$ cat src/hdl/counter_array_regs.vh
// register offsets, field positions, reset values and timing for the counter array
// assumes an 8-bit special function register space addressed by an 8-bit offset
`ifndef COUNTER_ARRAY_REGS_VH
`define COUNTER_ARRAY_REGS_VH

`define CA_CHANNELS            6
`define CA_WATCHDOG_CHANNEL    5

// special function register offsets
`define CA_ADDR_CONTROL        8'hD8
`define CA_ADDR_PULSE_CONFIG   8'hDF
`define CA_ADDR_MODE0          8'hDA
`define CA_ADDR_MODE1          8'hDB
`define CA_ADDR_MODE2          8'hDC
`define CA_ADDR_MODE3          8'hDD
`define CA_ADDR_MODE4          8'hDE
`define CA_ADDR_MODE5          8'hCE
`define CA_ADDR_CMP_LOW0       8'hFB
`define CA_ADDR_CMP_HIGH0      8'hFC
`define CA_ADDR_CMP_LOW1       8'hE9
`define CA_ADDR_CMP_HIGH1      8'hEA
`define CA_ADDR_CMP_LOW2       8'hEB
`define CA_ADDR_CMP_HIGH2      8'hEC
`define CA_ADDR_CMP_LOW3       8'hED
`define CA_ADDR_CMP_HIGH3      8'hEE
`define CA_ADDR_CMP_LOW4       8'hFD
`define CA_ADDR_CMP_HIGH4      8'hFE
`define CA_ADDR_CMP_LOW5       8'hD2
`define CA_ADDR_CMP_HIGH5      8'hD3
`define CA_ADDR_COUNT_LOW      8'hF9
`define CA_ADDR_COUNT_HIGH     8'hFA

// module_mode_register fields
`define CA_MODE_WIDE           7
`define CA_MODE_COMPARE        6
`define CA_MODE_RISE_CAP       5
`define CA_MODE_FALL_CAP       4
`define CA_MODE_MATCH          3
`define CA_MODE_TOGGLE         2
`define CA_MODE_PULSE          1
`define CA_MODE_IRQ            0

// control register fields
`define CA_CTRL_OVERFLOW       7
`define CA_CTRL_RUN            6

// pulse_config_register fields
`define CA_PCFG_BANK           7
`define CA_PCFG_COV_IRQ        6
`define CA_PCFG_COV_FLAG       5
`define CA_PCFG_CYCLE_HI       1
`define CA_PCFG_CYCLE_LO       0

// reset values
`define CA_RESET_BYTE          8'h00
`define CA_RESET_WORD          16'h0000
`define CA_RESET_CYCLE         2'h0

// cycle_length_field codes
`define CA_CYCLE_8             2'h0
`define CA_CYCLE_9             2'h1
`define CA_CYCLE_10            2'h2
`define CA_CYCLE_11            2'h3

`endif

$ cat src/hdl/compare_channel.v
// one capture/compare module: value, reload value, capture, match and waveform
// assumes synchronised pin input and a one-cycle count_step pulse after each count
`timescale 1ns/1ps
`default_nettype none
`include "counter_array_regs.vh"

module compare_channel (
    input  wire        clk,
    input  wire        nrst,
    input  wire [7:0]  mode,
    input  wire [15:0] counter,
    input  wire        count_step,
    input  wire [1:0]  cycle_length_field,
    input  wire        pin_sync,
    input  wire        reload_bank_select,
    input  wire        wr_low,
    input  wire        wr_high,
    input  wire [7:0]  wdata,
    output reg  [15:0] value_q,
    output reg  [15:0] reload_q,
    output reg         pin_out_q,
    output wire        event_pulse
);
    reg         pin_last_q;
    reg  [15:0] mask;
    reg  [15:0] value_d;
    wire        pwm_mode   = mode[`CA_MODE_PULSE];
    wire        tog_mode   = mode[`CA_MODE_TOGGLE];
    wire        wide_mode  = mode[`CA_MODE_WIDE] & pwm_mode;
    wire        freq_mode  = tog_mode & pwm_mode;
    wire        rise       = pin_sync & ~pin_last_q & mode[`CA_MODE_RISE_CAP];
    wire        fall       = ~pin_sync & pin_last_q & mode[`CA_MODE_FALL_CAP];
    wire        capture    = rise | fall;
    wire        match_full = (counter == value_q);
    wire        match_low  = (counter[7:0] == value_q[7:0]);
    wire        cyc_wrap   = ((counter & mask) == `CA_RESET_WORD);
    wire        match;

    always @* begin
        mask = (16'h0100 << cycle_length_field) - 16'h0001;
    end

    // frequency output matches on the low byte only
    assign match = count_step & mode[`CA_MODE_COMPARE]
                 & (freq_mode ? match_low : match_full);
    // flag on match when enabled, always on capture
    assign event_pulse = capture | (match & mode[`CA_MODE_MATCH]);

    always @* begin
        value_d = value_q;
        if (capture) begin
            value_d = counter;
        end else if (freq_mode & match) begin
            value_d[7:0] = value_q[7:0] + value_q[15:8];
        end else if (pwm_mode & ~wide_mode & count_step & cyc_wrap) begin
            // short cycles reload at wrap; 8-bit from the high byte
            if (cycle_length_field == `CA_CYCLE_8) begin
                value_d[7:0] = value_q[15:8];
            end else begin
                value_d = (value_q & ~mask) | (reload_q & mask);
            end
        end
        if (~reload_bank_select & wr_low) begin
            value_d[7:0] = wdata;
        end
        if (~reload_bank_select & wr_high) begin
            value_d[15:8] = wdata;
        end
    end

    always @(posedge clk or negedge nrst) begin
        if (!nrst) begin
            value_q    <= `CA_RESET_WORD;
            reload_q   <= `CA_RESET_WORD;
            pin_out_q  <= 1'b0;
            pin_last_q <= 1'b0;
        end else begin
            pin_last_q <= pin_sync;
            value_q    <= value_d;
            if (reload_bank_select & wr_low) begin
                reload_q[7:0] <= wdata;
            end
            if (reload_bank_select & wr_high) begin
                reload_q[15:8] <= wdata;
            end
            if (match & tog_mode) begin
                pin_out_q <= ~pin_out_q;
            end else if (pwm_mode & ~tog_mode) begin
                // output high from match to the end of the cycle
                if (wide_mode) begin
                    pin_out_q <= mode[`CA_MODE_COMPARE] & (counter >= value_q);
                end else begin
                    pin_out_q <= mode[`CA_MODE_COMPARE] & ((counter & mask) >= (value_q & mask));
                end
            end
        end
    end
endmodule

`default_nettype wire

$ cat src/hdl/counter_array.v
// counter array: 16-bit counter, six capture/compare modules and their registers
// assumes a single-cycle special function register port from the processor and
// a count_tick pulse from the timebase selector on the same clock
`timescale 1ns/1ps
`default_nettype none
`include "counter_array_regs.vh"

// Functional notes
// mode bit 7 picks 16-bit pulse width
// mode bit 6 enables comparator
// mode bit 5 captures on rising edge
// mode bit 4 captures on falling edge
// mode bit 3 sets flag on match
// mode bit 2 toggles pin on match
// toggle plus pulse width gives frequency output
// mode bit 1 drives pulse width waveform
// mode bit 0 gates flag interrupt request
// watchdog blocks module 5 mode writes
// watchdog blocks counter low byte writes
// watchdog blocks counter high byte writes
// high byte reads snapshot taken on low read
// shared addresses reach auto-reload values
// compare low write clears comparator enable
// compare high write sets comparator enable
// bank select: zero normal, one reload
// two-bit field sets cycle 8 to 11
// hardware sets flags, software clears them
// all registers reset to zero
module counter_array (
    input  wire        clk,
    input  wire        nrst,
    input  wire [7:0]  sfr_addr,
    input  wire [7:0]  sfr_wdata,
    input  wire        sfr_we,
    input  wire        sfr_re,
    output reg  [7:0]  sfr_rdata,
    input  wire        count_tick,
    input  wire        watchdog_enable,
    input  wire [5:0]  module_io_pin_in,
    output wire [5:0]  module_io_pin_out,
    output wire [5:0]  module_io_pin_oe_n,
    output wire        irq_request
);
    // decoders shared by write and read paths; 7 means no match
    function [2:0] low_index;
        input [7:0] a;
        begin
            case (a)
                `CA_ADDR_CMP_LOW0: low_index = 3'h0;
                `CA_ADDR_CMP_LOW1: low_index = 3'h1;
                `CA_ADDR_CMP_LOW2: low_index = 3'h2;
                `CA_ADDR_CMP_LOW3: low_index = 3'h3;
                `CA_ADDR_CMP_LOW4: low_index = 3'h4;
                `CA_ADDR_CMP_LOW5: low_index = 3'h5;
                default:           low_index = 3'h7;
            endcase
        end
    endfunction

    function [2:0] high_index;
        input [7:0] a;
        begin
            case (a)
                `CA_ADDR_CMP_HIGH0: high_index = 3'h0;
                `CA_ADDR_CMP_HIGH1: high_index = 3'h1;
                `CA_ADDR_CMP_HIGH2: high_index = 3'h2;
                `CA_ADDR_CMP_HIGH3: high_index = 3'h3;
                `CA_ADDR_CMP_HIGH4: high_index = 3'h4;
                `CA_ADDR_CMP_HIGH5: high_index = 3'h5;
                default:            high_index = 3'h7;
            endcase
        end
    endfunction

    function [2:0] mode_index;
        input [7:0] a;
        begin
            case (a)
                `CA_ADDR_MODE0: mode_index = 3'h0;
                `CA_ADDR_MODE1: mode_index = 3'h1;
                `CA_ADDR_MODE2: mode_index = 3'h2;
                `CA_ADDR_MODE3: mode_index = 3'h3;
                `CA_ADDR_MODE4: mode_index = 3'h4;
                `CA_ADDR_MODE5: mode_index = 3'h5;
                default:        mode_index = 3'h7;
            endcase
        end
    endfunction

    reg  [47:0] mode_q;
    reg  [15:0] counter_q;
    reg  [7:0]  snapshot_q;
    reg  [5:0]  event_flag_q;
    reg         overflow_flag_q;
    reg         run_q;
    reg         reload_bank_select_q;
    reg         cov_irq_q;
    reg         cov_flag_q;
    reg  [1:0]  cycle_length_field_q;
    reg         count_step_q;
    reg  [5:0]  pin_meta_q;
    reg  [5:0]  pin_sync_q;
    wire [95:0] value_bus;
    wire [95:0] reload_bus;
    wire [5:0]  event_bus;
    wire [5:0]  irq_enable;
    wire [5:0]  wr_low;
    wire [5:0]  wr_high;
    wire [2:0]  rd_low_idx  = low_index(sfr_addr);
    wire [2:0]  rd_high_idx = high_index(sfr_addr);
    wire [2:0]  rd_mode_idx = mode_index(sfr_addr);
    wire        step        = run_q & count_tick;
    wire [16:0] counter_inc = {1'b0, counter_q} + 17'h00001;
    reg  [15:0] cov_bit;
    reg  [7:0]  rdata_d;

    // pins come from outside; two flops before anything reads them
    always @(posedge clk or negedge nrst) begin
        if (!nrst) begin
            pin_meta_q <= 6'h00;
            pin_sync_q <= 6'h00;
        end else begin
            pin_meta_q <= module_io_pin_in;
            pin_sync_q <= pin_meta_q;
        end
    end

    // bit whose carry out marks the end of a short cycle
    always @* begin
        case (cycle_length_field_q)
            `CA_CYCLE_8:  cov_bit = 16'h00FF;
            `CA_CYCLE_9:  cov_bit = 16'h01FF;
            `CA_CYCLE_10: cov_bit = 16'h03FF;
            `CA_CYCLE_11: cov_bit = 16'h07FF;
            default:      cov_bit = 16'h00FF;
        endcase
    end

    genvar g;
    generate
        for (g = 0; g < `CA_CHANNELS; g = g + 1) begin : chan
            assign wr_low[g]     = sfr_we & (rd_low_idx == g);
            assign wr_high[g]    = sfr_we & (rd_high_idx == g);
            assign irq_enable[g] = mode_q[8*g + `CA_MODE_IRQ];
            compare_channel u_channel (
                .clk                (clk),
                .nrst               (nrst),
                .mode               (mode_q[8*g +: 8]),
                .counter            (counter_q),
                .count_step         (count_step_q),
                .cycle_length_field (cycle_length_field_q),
                .pin_sync           (pin_sync_q[g]),
                .reload_bank_select (reload_bank_select_q),
                .wr_low             (wr_low[g]),
                .wr_high            (wr_high[g]),
                .wdata              (sfr_wdata),
                .value_q            (value_bus[16*g +: 16]),
                .reload_q           (reload_bus[16*g +: 16]),
                .pin_out_q          (module_io_pin_out[g]),
                .event_pulse        (event_bus[g])
            );
            // pin is driven only while a waveform mode owns it
            assign module_io_pin_oe_n[g] = ~(mode_q[8*g + `CA_MODE_TOGGLE] | mode_q[8*g + `CA_MODE_PULSE]);
        end
    endgenerate

    // mode registers with compare-enable side effects of byte writes
    integer m;
    always @(posedge clk or negedge nrst) begin
        if (!nrst) begin
            mode_q <= 48'h000000000000;
        end else begin
            for (m = 0; m < `CA_CHANNELS; m = m + 1) begin
                if (sfr_we && rd_mode_idx == m
                    && !(watchdog_enable && m == `CA_WATCHDOG_CHANNEL)) begin
                    mode_q[8*m +: 8] <= sfr_wdata;
                end
                if (wr_low[m]) begin
                    mode_q[8*m + `CA_MODE_COMPARE] <= 1'b0;
                end
                if (wr_high[m]) begin
                    mode_q[8*m + `CA_MODE_COMPARE] <= 1'b1;
                end
            end
        end
    end

    // counter, snapshot and flags
    always @(posedge clk or negedge nrst) begin
        if (!nrst) begin
            counter_q            <= `CA_RESET_WORD;
            snapshot_q           <= `CA_RESET_BYTE;
            event_flag_q         <= 6'h00;
            overflow_flag_q      <= 1'b0;
            run_q                <= 1'b0;
            reload_bank_select_q <= 1'b0;
            cov_irq_q            <= 1'b0;
            cov_flag_q           <= 1'b0;
            cycle_length_field_q <= `CA_RESET_CYCLE;
            count_step_q         <= 1'b0;
        end else begin
            // channels compare one cycle after the counter moves
            count_step_q <= step;
            if (step) begin
                counter_q <= counter_inc[15:0];
            end
            if (sfr_we && sfr_addr == `CA_ADDR_COUNT_LOW && !watchdog_enable) begin
                counter_q[7:0] <= sfr_wdata;
            end
            if (sfr_we && sfr_addr == `CA_ADDR_COUNT_HIGH && !watchdog_enable) begin
                counter_q[15:8] <= sfr_wdata;
            end
            if (sfr_re && sfr_addr == `CA_ADDR_COUNT_LOW) begin
                snapshot_q <= counter_q[15:8];
            end
            // software write first, hardware set after so a set wins
            if (sfr_we && sfr_addr == `CA_ADDR_CONTROL) begin
                event_flag_q    <= sfr_wdata[5:0];
                overflow_flag_q <= sfr_wdata[`CA_CTRL_OVERFLOW];
                run_q           <= sfr_wdata[`CA_CTRL_RUN];
            end
            if (sfr_we && sfr_addr == `CA_ADDR_PULSE_CONFIG) begin
                reload_bank_select_q <= sfr_wdata[`CA_PCFG_BANK];
                cov_irq_q            <= sfr_wdata[`CA_PCFG_COV_IRQ];
                cov_flag_q           <= sfr_wdata[`CA_PCFG_COV_FLAG];
                cycle_length_field_q <= sfr_wdata[`CA_PCFG_CYCLE_HI:`CA_PCFG_CYCLE_LO];
            end
            if (|event_bus) begin
                event_flag_q <= ((sfr_we && sfr_addr == `CA_ADDR_CONTROL)
                                 ? sfr_wdata[5:0]
                                 : event_flag_q)
                                | event_bus;
            end
            if (step && counter_q == 16'hFFFF) begin
                overflow_flag_q <= 1'b1;
            end
            if (step && (counter_q & cov_bit) == cov_bit) begin
                cov_flag_q <= 1'b1;
            end
        end
    end

    // overflow enable lives outside; module flags and cycle overflow flag gated
    assign irq_request = |(event_flag_q & irq_enable)
                       | (cov_flag_q & cov_irq_q);

    // read data registered, one cycle after the strobe
    always @* begin
        rdata_d = `CA_RESET_BYTE;
        if (rd_mode_idx != 3'h7) begin
            rdata_d = mode_q[8*rd_mode_idx +: 8];
        end else if (rd_low_idx != 3'h7) begin
            rdata_d = reload_bank_select_q ? reload_bus[16*rd_low_idx +: 8]
                                           : value_bus[16*rd_low_idx +: 8];
        end else if (rd_high_idx != 3'h7) begin
            rdata_d = reload_bank_select_q ? reload_bus[16*rd_high_idx + 8 +: 8]
                                           : value_bus[16*rd_high_idx + 8 +: 8];
        end else begin
            case (sfr_addr)
                `CA_ADDR_COUNT_LOW:    rdata_d = counter_q[7:0];
                `CA_ADDR_COUNT_HIGH:   rdata_d = snapshot_q;
                `CA_ADDR_CONTROL:      rdata_d = {overflow_flag_q, run_q, event_flag_q};
                `CA_ADDR_PULSE_CONFIG: rdata_d = {reload_bank_select_q, cov_irq_q, cov_flag_q,
                                                  3'h0, cycle_length_field_q};
                default:               rdata_d = `CA_RESET_BYTE;
            endcase
        end
    end

    always @(posedge clk or negedge nrst) begin
        if (!nrst) begin
            sfr_rdata <= `CA_RESET_BYTE;
        end else if (sfr_re) begin
            sfr_rdata <= rdata_d;
        end
    end
endmodule

`default_nettype wire

$ cat config.mk
export PLATFORM = sky130hd
export DESIGN_NAME = counter_array
export DESIGN_NICKNAME = d
export VERILOG_FILES = /design/src/hdl/compare_channel.v /design/src/hdl/counter_array.v
export VERILOG_INCLUDE_DIRS = /design/src /design/src/hdl
export SDC_FILE = /design/constraint.sdc
export NUM_CORES = 1
export LEC_CHECK = 0
export BUFFER_PORTS_ARGS = -buffer_cell sky130_fd_sc_hd__buf_2
export CAP_MARGIN = 10
export CORE_ASPECT_RATIO = 1.25
export CORE_UTILIZATION = 35
export DETAILED_ROUTE_END_ITERATION = 7
export GPL_ROUTABILITY_DRIVEN = 0
export PLACE_DENSITY_LB_ADDON = 0.15
export SLEW_MARGIN = 20
export SYNTH_ARGS = -nofsm -noshare
export SYNTH_HDL_FRONTEND = slang
export SYNTH_SLANG_ARGS = --single-unit
$ cat constraint.sdc
create_clock -name clk -period 4.1 [get_ports clk]
set_input_delay 0.205 -clock clk [delete_from_list [all_inputs] [get_ports clk]]
set_output_delay 0.205 -clock clk [all_outputs]
set_load 0.01 [all_outputs]
==> summary.txt <==
Status
  – Status: completed

Setup path
  – Critical path class: reg2reg
  – Worst path cell trace: buf_4 -> mux2i_1 -> o221ai_1 -> a2111oi_0 -> a31oi_1
  – WP data required: 4.50 ns
  – Startpoint types: flop
  – Crit path max fanout: 33
  – Crit. End Element: flop
  – CP max-delay cell: a2111oi_0
  – Critical path data arrival time: 3.80 ns
  – Delay-heaviest family, CP: compound AO/OA/AOI/OAI gates
  – Worst path bufs/invs: 1
  – Worst path max stage delay: 0.96 ns

Die
  – Die span in y: 291 microns
  – Die footprint: 67,700 sq um
  – Starting Density: 0.354
  – Die width: 233 microns
  – Core area: 65,800 sq um
  – Ports: 49
  – FP Rows: 105

Routing
  – Remaining antenna violation count: 0
  – Met2 WL post-DR: 46,000 microns
  – Initial DRC count: 2,759
  – DR WL/cell: 29.6 microns
  – Met3 wire length: 9190 microns
  – Final wirelength: 107,000 microns
  – Vias: 22,600
  – # DRC: 0
  – DR vias/cell: 6.24
  – Top layer used by detailed routing: met5
  – WL met1: 42,200 microns
  – TritonRoute pass-1 iters: 6

Layout
  – Area of the multi-input gates: 14,500 sq um
  – Fill cells: 6,571
  – Commonest cells after routing, fill and taps aside: nand2_1, dfrtp_1, a21oi_1
  – Commonest non-fill, non-tap cell in the layout: nand2_1
  – Final instance area: 26,400 sq um
  – Post-layout nets: 2,943
  – Synth-to-Final Area Change: 13.1%
  – Layout cells sized above 1: 0.139
  – Sequential cell area: 7760 sq um

Logic synthesis
  – Netlist cell types: 89
  – Ys async rst share: 1.00
  – EDFF count, synth: 0
  – Sequential cell area fraction in the yosys report: 0.333
  – Mapped Cells: 2,682
  – Synth Flop Type: dfrtp_1
  – Yosys Warn Count: 0
  – Post-Syn Area per Cell: 8.70 sq um
  – Netlist Area Pre-Place: 23,300 sq um
  – Register bit total from synthesis: 310

Place
  – Placed cell area: 24,900 sq um
  – HPWL after DPL: 77,400 microns
  – IO buf count: 48

Timing
  – Final setup violating endpoints: 0
  – Slew Limit Fails: 0
  – Hold Fails Final Rpt: 0
  – Max_slew headroom: 0.171
  – Unrepaired setup endpoints after global routing: false
  – Clk_skew: 0.0180 ns
  – Slew @ Worst Pin: 1.24 ns
  – Tcrit/Tclk final: 0.828
  – Fmax: 0.295 GHz
  – Setup TNS: 0 ns
  – Min Tclk post-route: 3.39 ns

Clock tree
  – TritonCTS clock tree: built
  – Setup Buffers After CTS: 0
  – Clk_lat worst skew: 0.57 ns
  – Clock slew at reported path FFs: 0.06 ns
  – Num CTS Buffers: 38
  – Clock Path Buffers: 3
  – Clk sinks: 310
  – Clock root cell: clkbuf_16
  – H-Tree Level Count: 2

GRT
  – GR Overflow Total: 0
  – Largest net degree at the start of global routing: 98
  – First-pass GRT wire length: 156,000 microns
  – Vias in the first global route: 22,100
  – Antenna violations before repair: 5
  – Gr usage total: 0.316

Power and ir drop
  – Worst vdd ir: 0.248 mV
  – Power Density: 475 nW/um^2
  – Power Total: 12,500 uW
  – Static leakage: 0.0119 uW

Job
  – Max Cap Viol: 0

Hold path
  – Worst Hold Class: in2reg
[Yosys cell counts, types with 11 or more instances]
master,count,share of area
nand3b_1,17,0.0055
nor2b_1,24,0.0064
o22ai_1,26,0.0070
dfrtp_1,310,0.33
nor2_1,164,0.026
clkbuf_1,123,0.020
nand3_1,96,0.021
inv_1,129,0.021
and3_1,23,0.0062
a31oi_1,39,0.010
o31ai_1,11,0.0035
and2_1,11,0.0030
nand4_1,25,0.0067
a21oi_1,216,0.046
buf_1,16,0.0026
o21ai_0,162,0.035
o21a_1,12,0.0039
a22oi_1,22,0.0071
xor2_1,26,0.0098
buf_2,24,0.0051
mux2_2,122,0.059
a211o_1,16,0.0060
o211ai_1,32,0.010
o221ai_1,23,0.0086
o21ai_1,14,0.0030
a211oi_1,50,0.016
mux2i_1,133,0.057
mux2_1,12,0.0058
a21o_1,30,0.0097
or3_1,22,0.0059
xnor2_1,31,0.012
ha_1,184,0.099
nor3_1,33,0.0071
nand2_1,317,0.051
nand2b_1,25,0.0067
[per-stage QoR]
step / worst slack [ns] / hold slack (ns) / utilization / instances
after floorplan: 0.221 / -0.0906 / - / 2692
after global placement: 0.449 / 0.312 / 0.379 / 3534
after detailed placement: 0.699 / 0.314 / 0.379 / 3534
after CTS: 0.718 / 0.0275 / 0.401 / 3610
after global routing: 0.632 / 0.0738 / 0.401 / 3610
final: 0.705 / 0.0696 / 0.401 / 3613
[where the power goes]
part | leakage, uW | switching [uW] | internal (uW) | total (uW)
sequential | 0.00396 | 739 | 3440 | 4180
combinational | 0.00723 | 2790 | 1720 | 4510
clock | 0.000689 | 1520 | 2340 | 3860
total | 0.0119 | 5050 | 7500 | 12500
[worst reg2reg max path: stages, from the launching register on]
cell	delay [ns]
dfrtp_4	0.84
buf_4	0.48
mux2i_1	0.44
o221ai_1	0.33
a2111oi_0	0.96
a31oi_1	0.18
[worst paths after layout]
path	endpoint	slack [ns]	from	depth (start not counted)
worst min-delay path	mode_q[46]	0.07	sfr_we	3
max in group asynchronous	chan[2].u_channel.reload_q[5]	2.75	nrst	3
worst max register to register	sfr_rdata[2]	0.71	reload_bank_select_q	5
worst max-delay path	sfr_rdata[2]	0.71	reload_bank_select_q	5
min in group asynchronous	chan[3].u_channel.value_q[2]	0.30	nrst	2
worst min register to register	pin_sync_q[0]	0.35	pin_meta_q[0]	0
[what timing repair did]
action / 4_1_cts / 5_1_grt
hold buffers: 7 / 0
gates resized for setup: 0 / 0
hold endpoints to repair: 100 / 0
[logic make-up (layout without fill, tap and decap cells)]
logic type	count (synthesis)	in the layout	share of synthesized area
AND/OR/NAND/NOR	813	813	0.168
AO/OA/AOI/OAI	740	740	0.200
flip-flops	310	310	0.333
buffers and inverters	303	365	0.0517
multiplexers	267	267	0.122
adder cells (fa/ha/maj)	190	190	0.104
XOR/XNOR	57	57	0.0214
other	2	15	0.000322
[per-layer routing]
metal	track usage	vias to the layer above
li1	-	9829
met1	0.400	11000
met2	0.474	1302
met3	0.0603	388
met4	0.238	2
met5	0	-
[final cells by class]
class                      instances  area share
antenna                            3    0.000285
clock buffer                      54      0.0438
clock inverter                    15     0.00882
inverter                         131      0.0186
multi-input combinational       2079       0.548
sequential                       310       0.294
tap                              856      0.0406
timing repair buffer             165      0.0458
No activity file was read; power rests on OpenSTA's default activity.
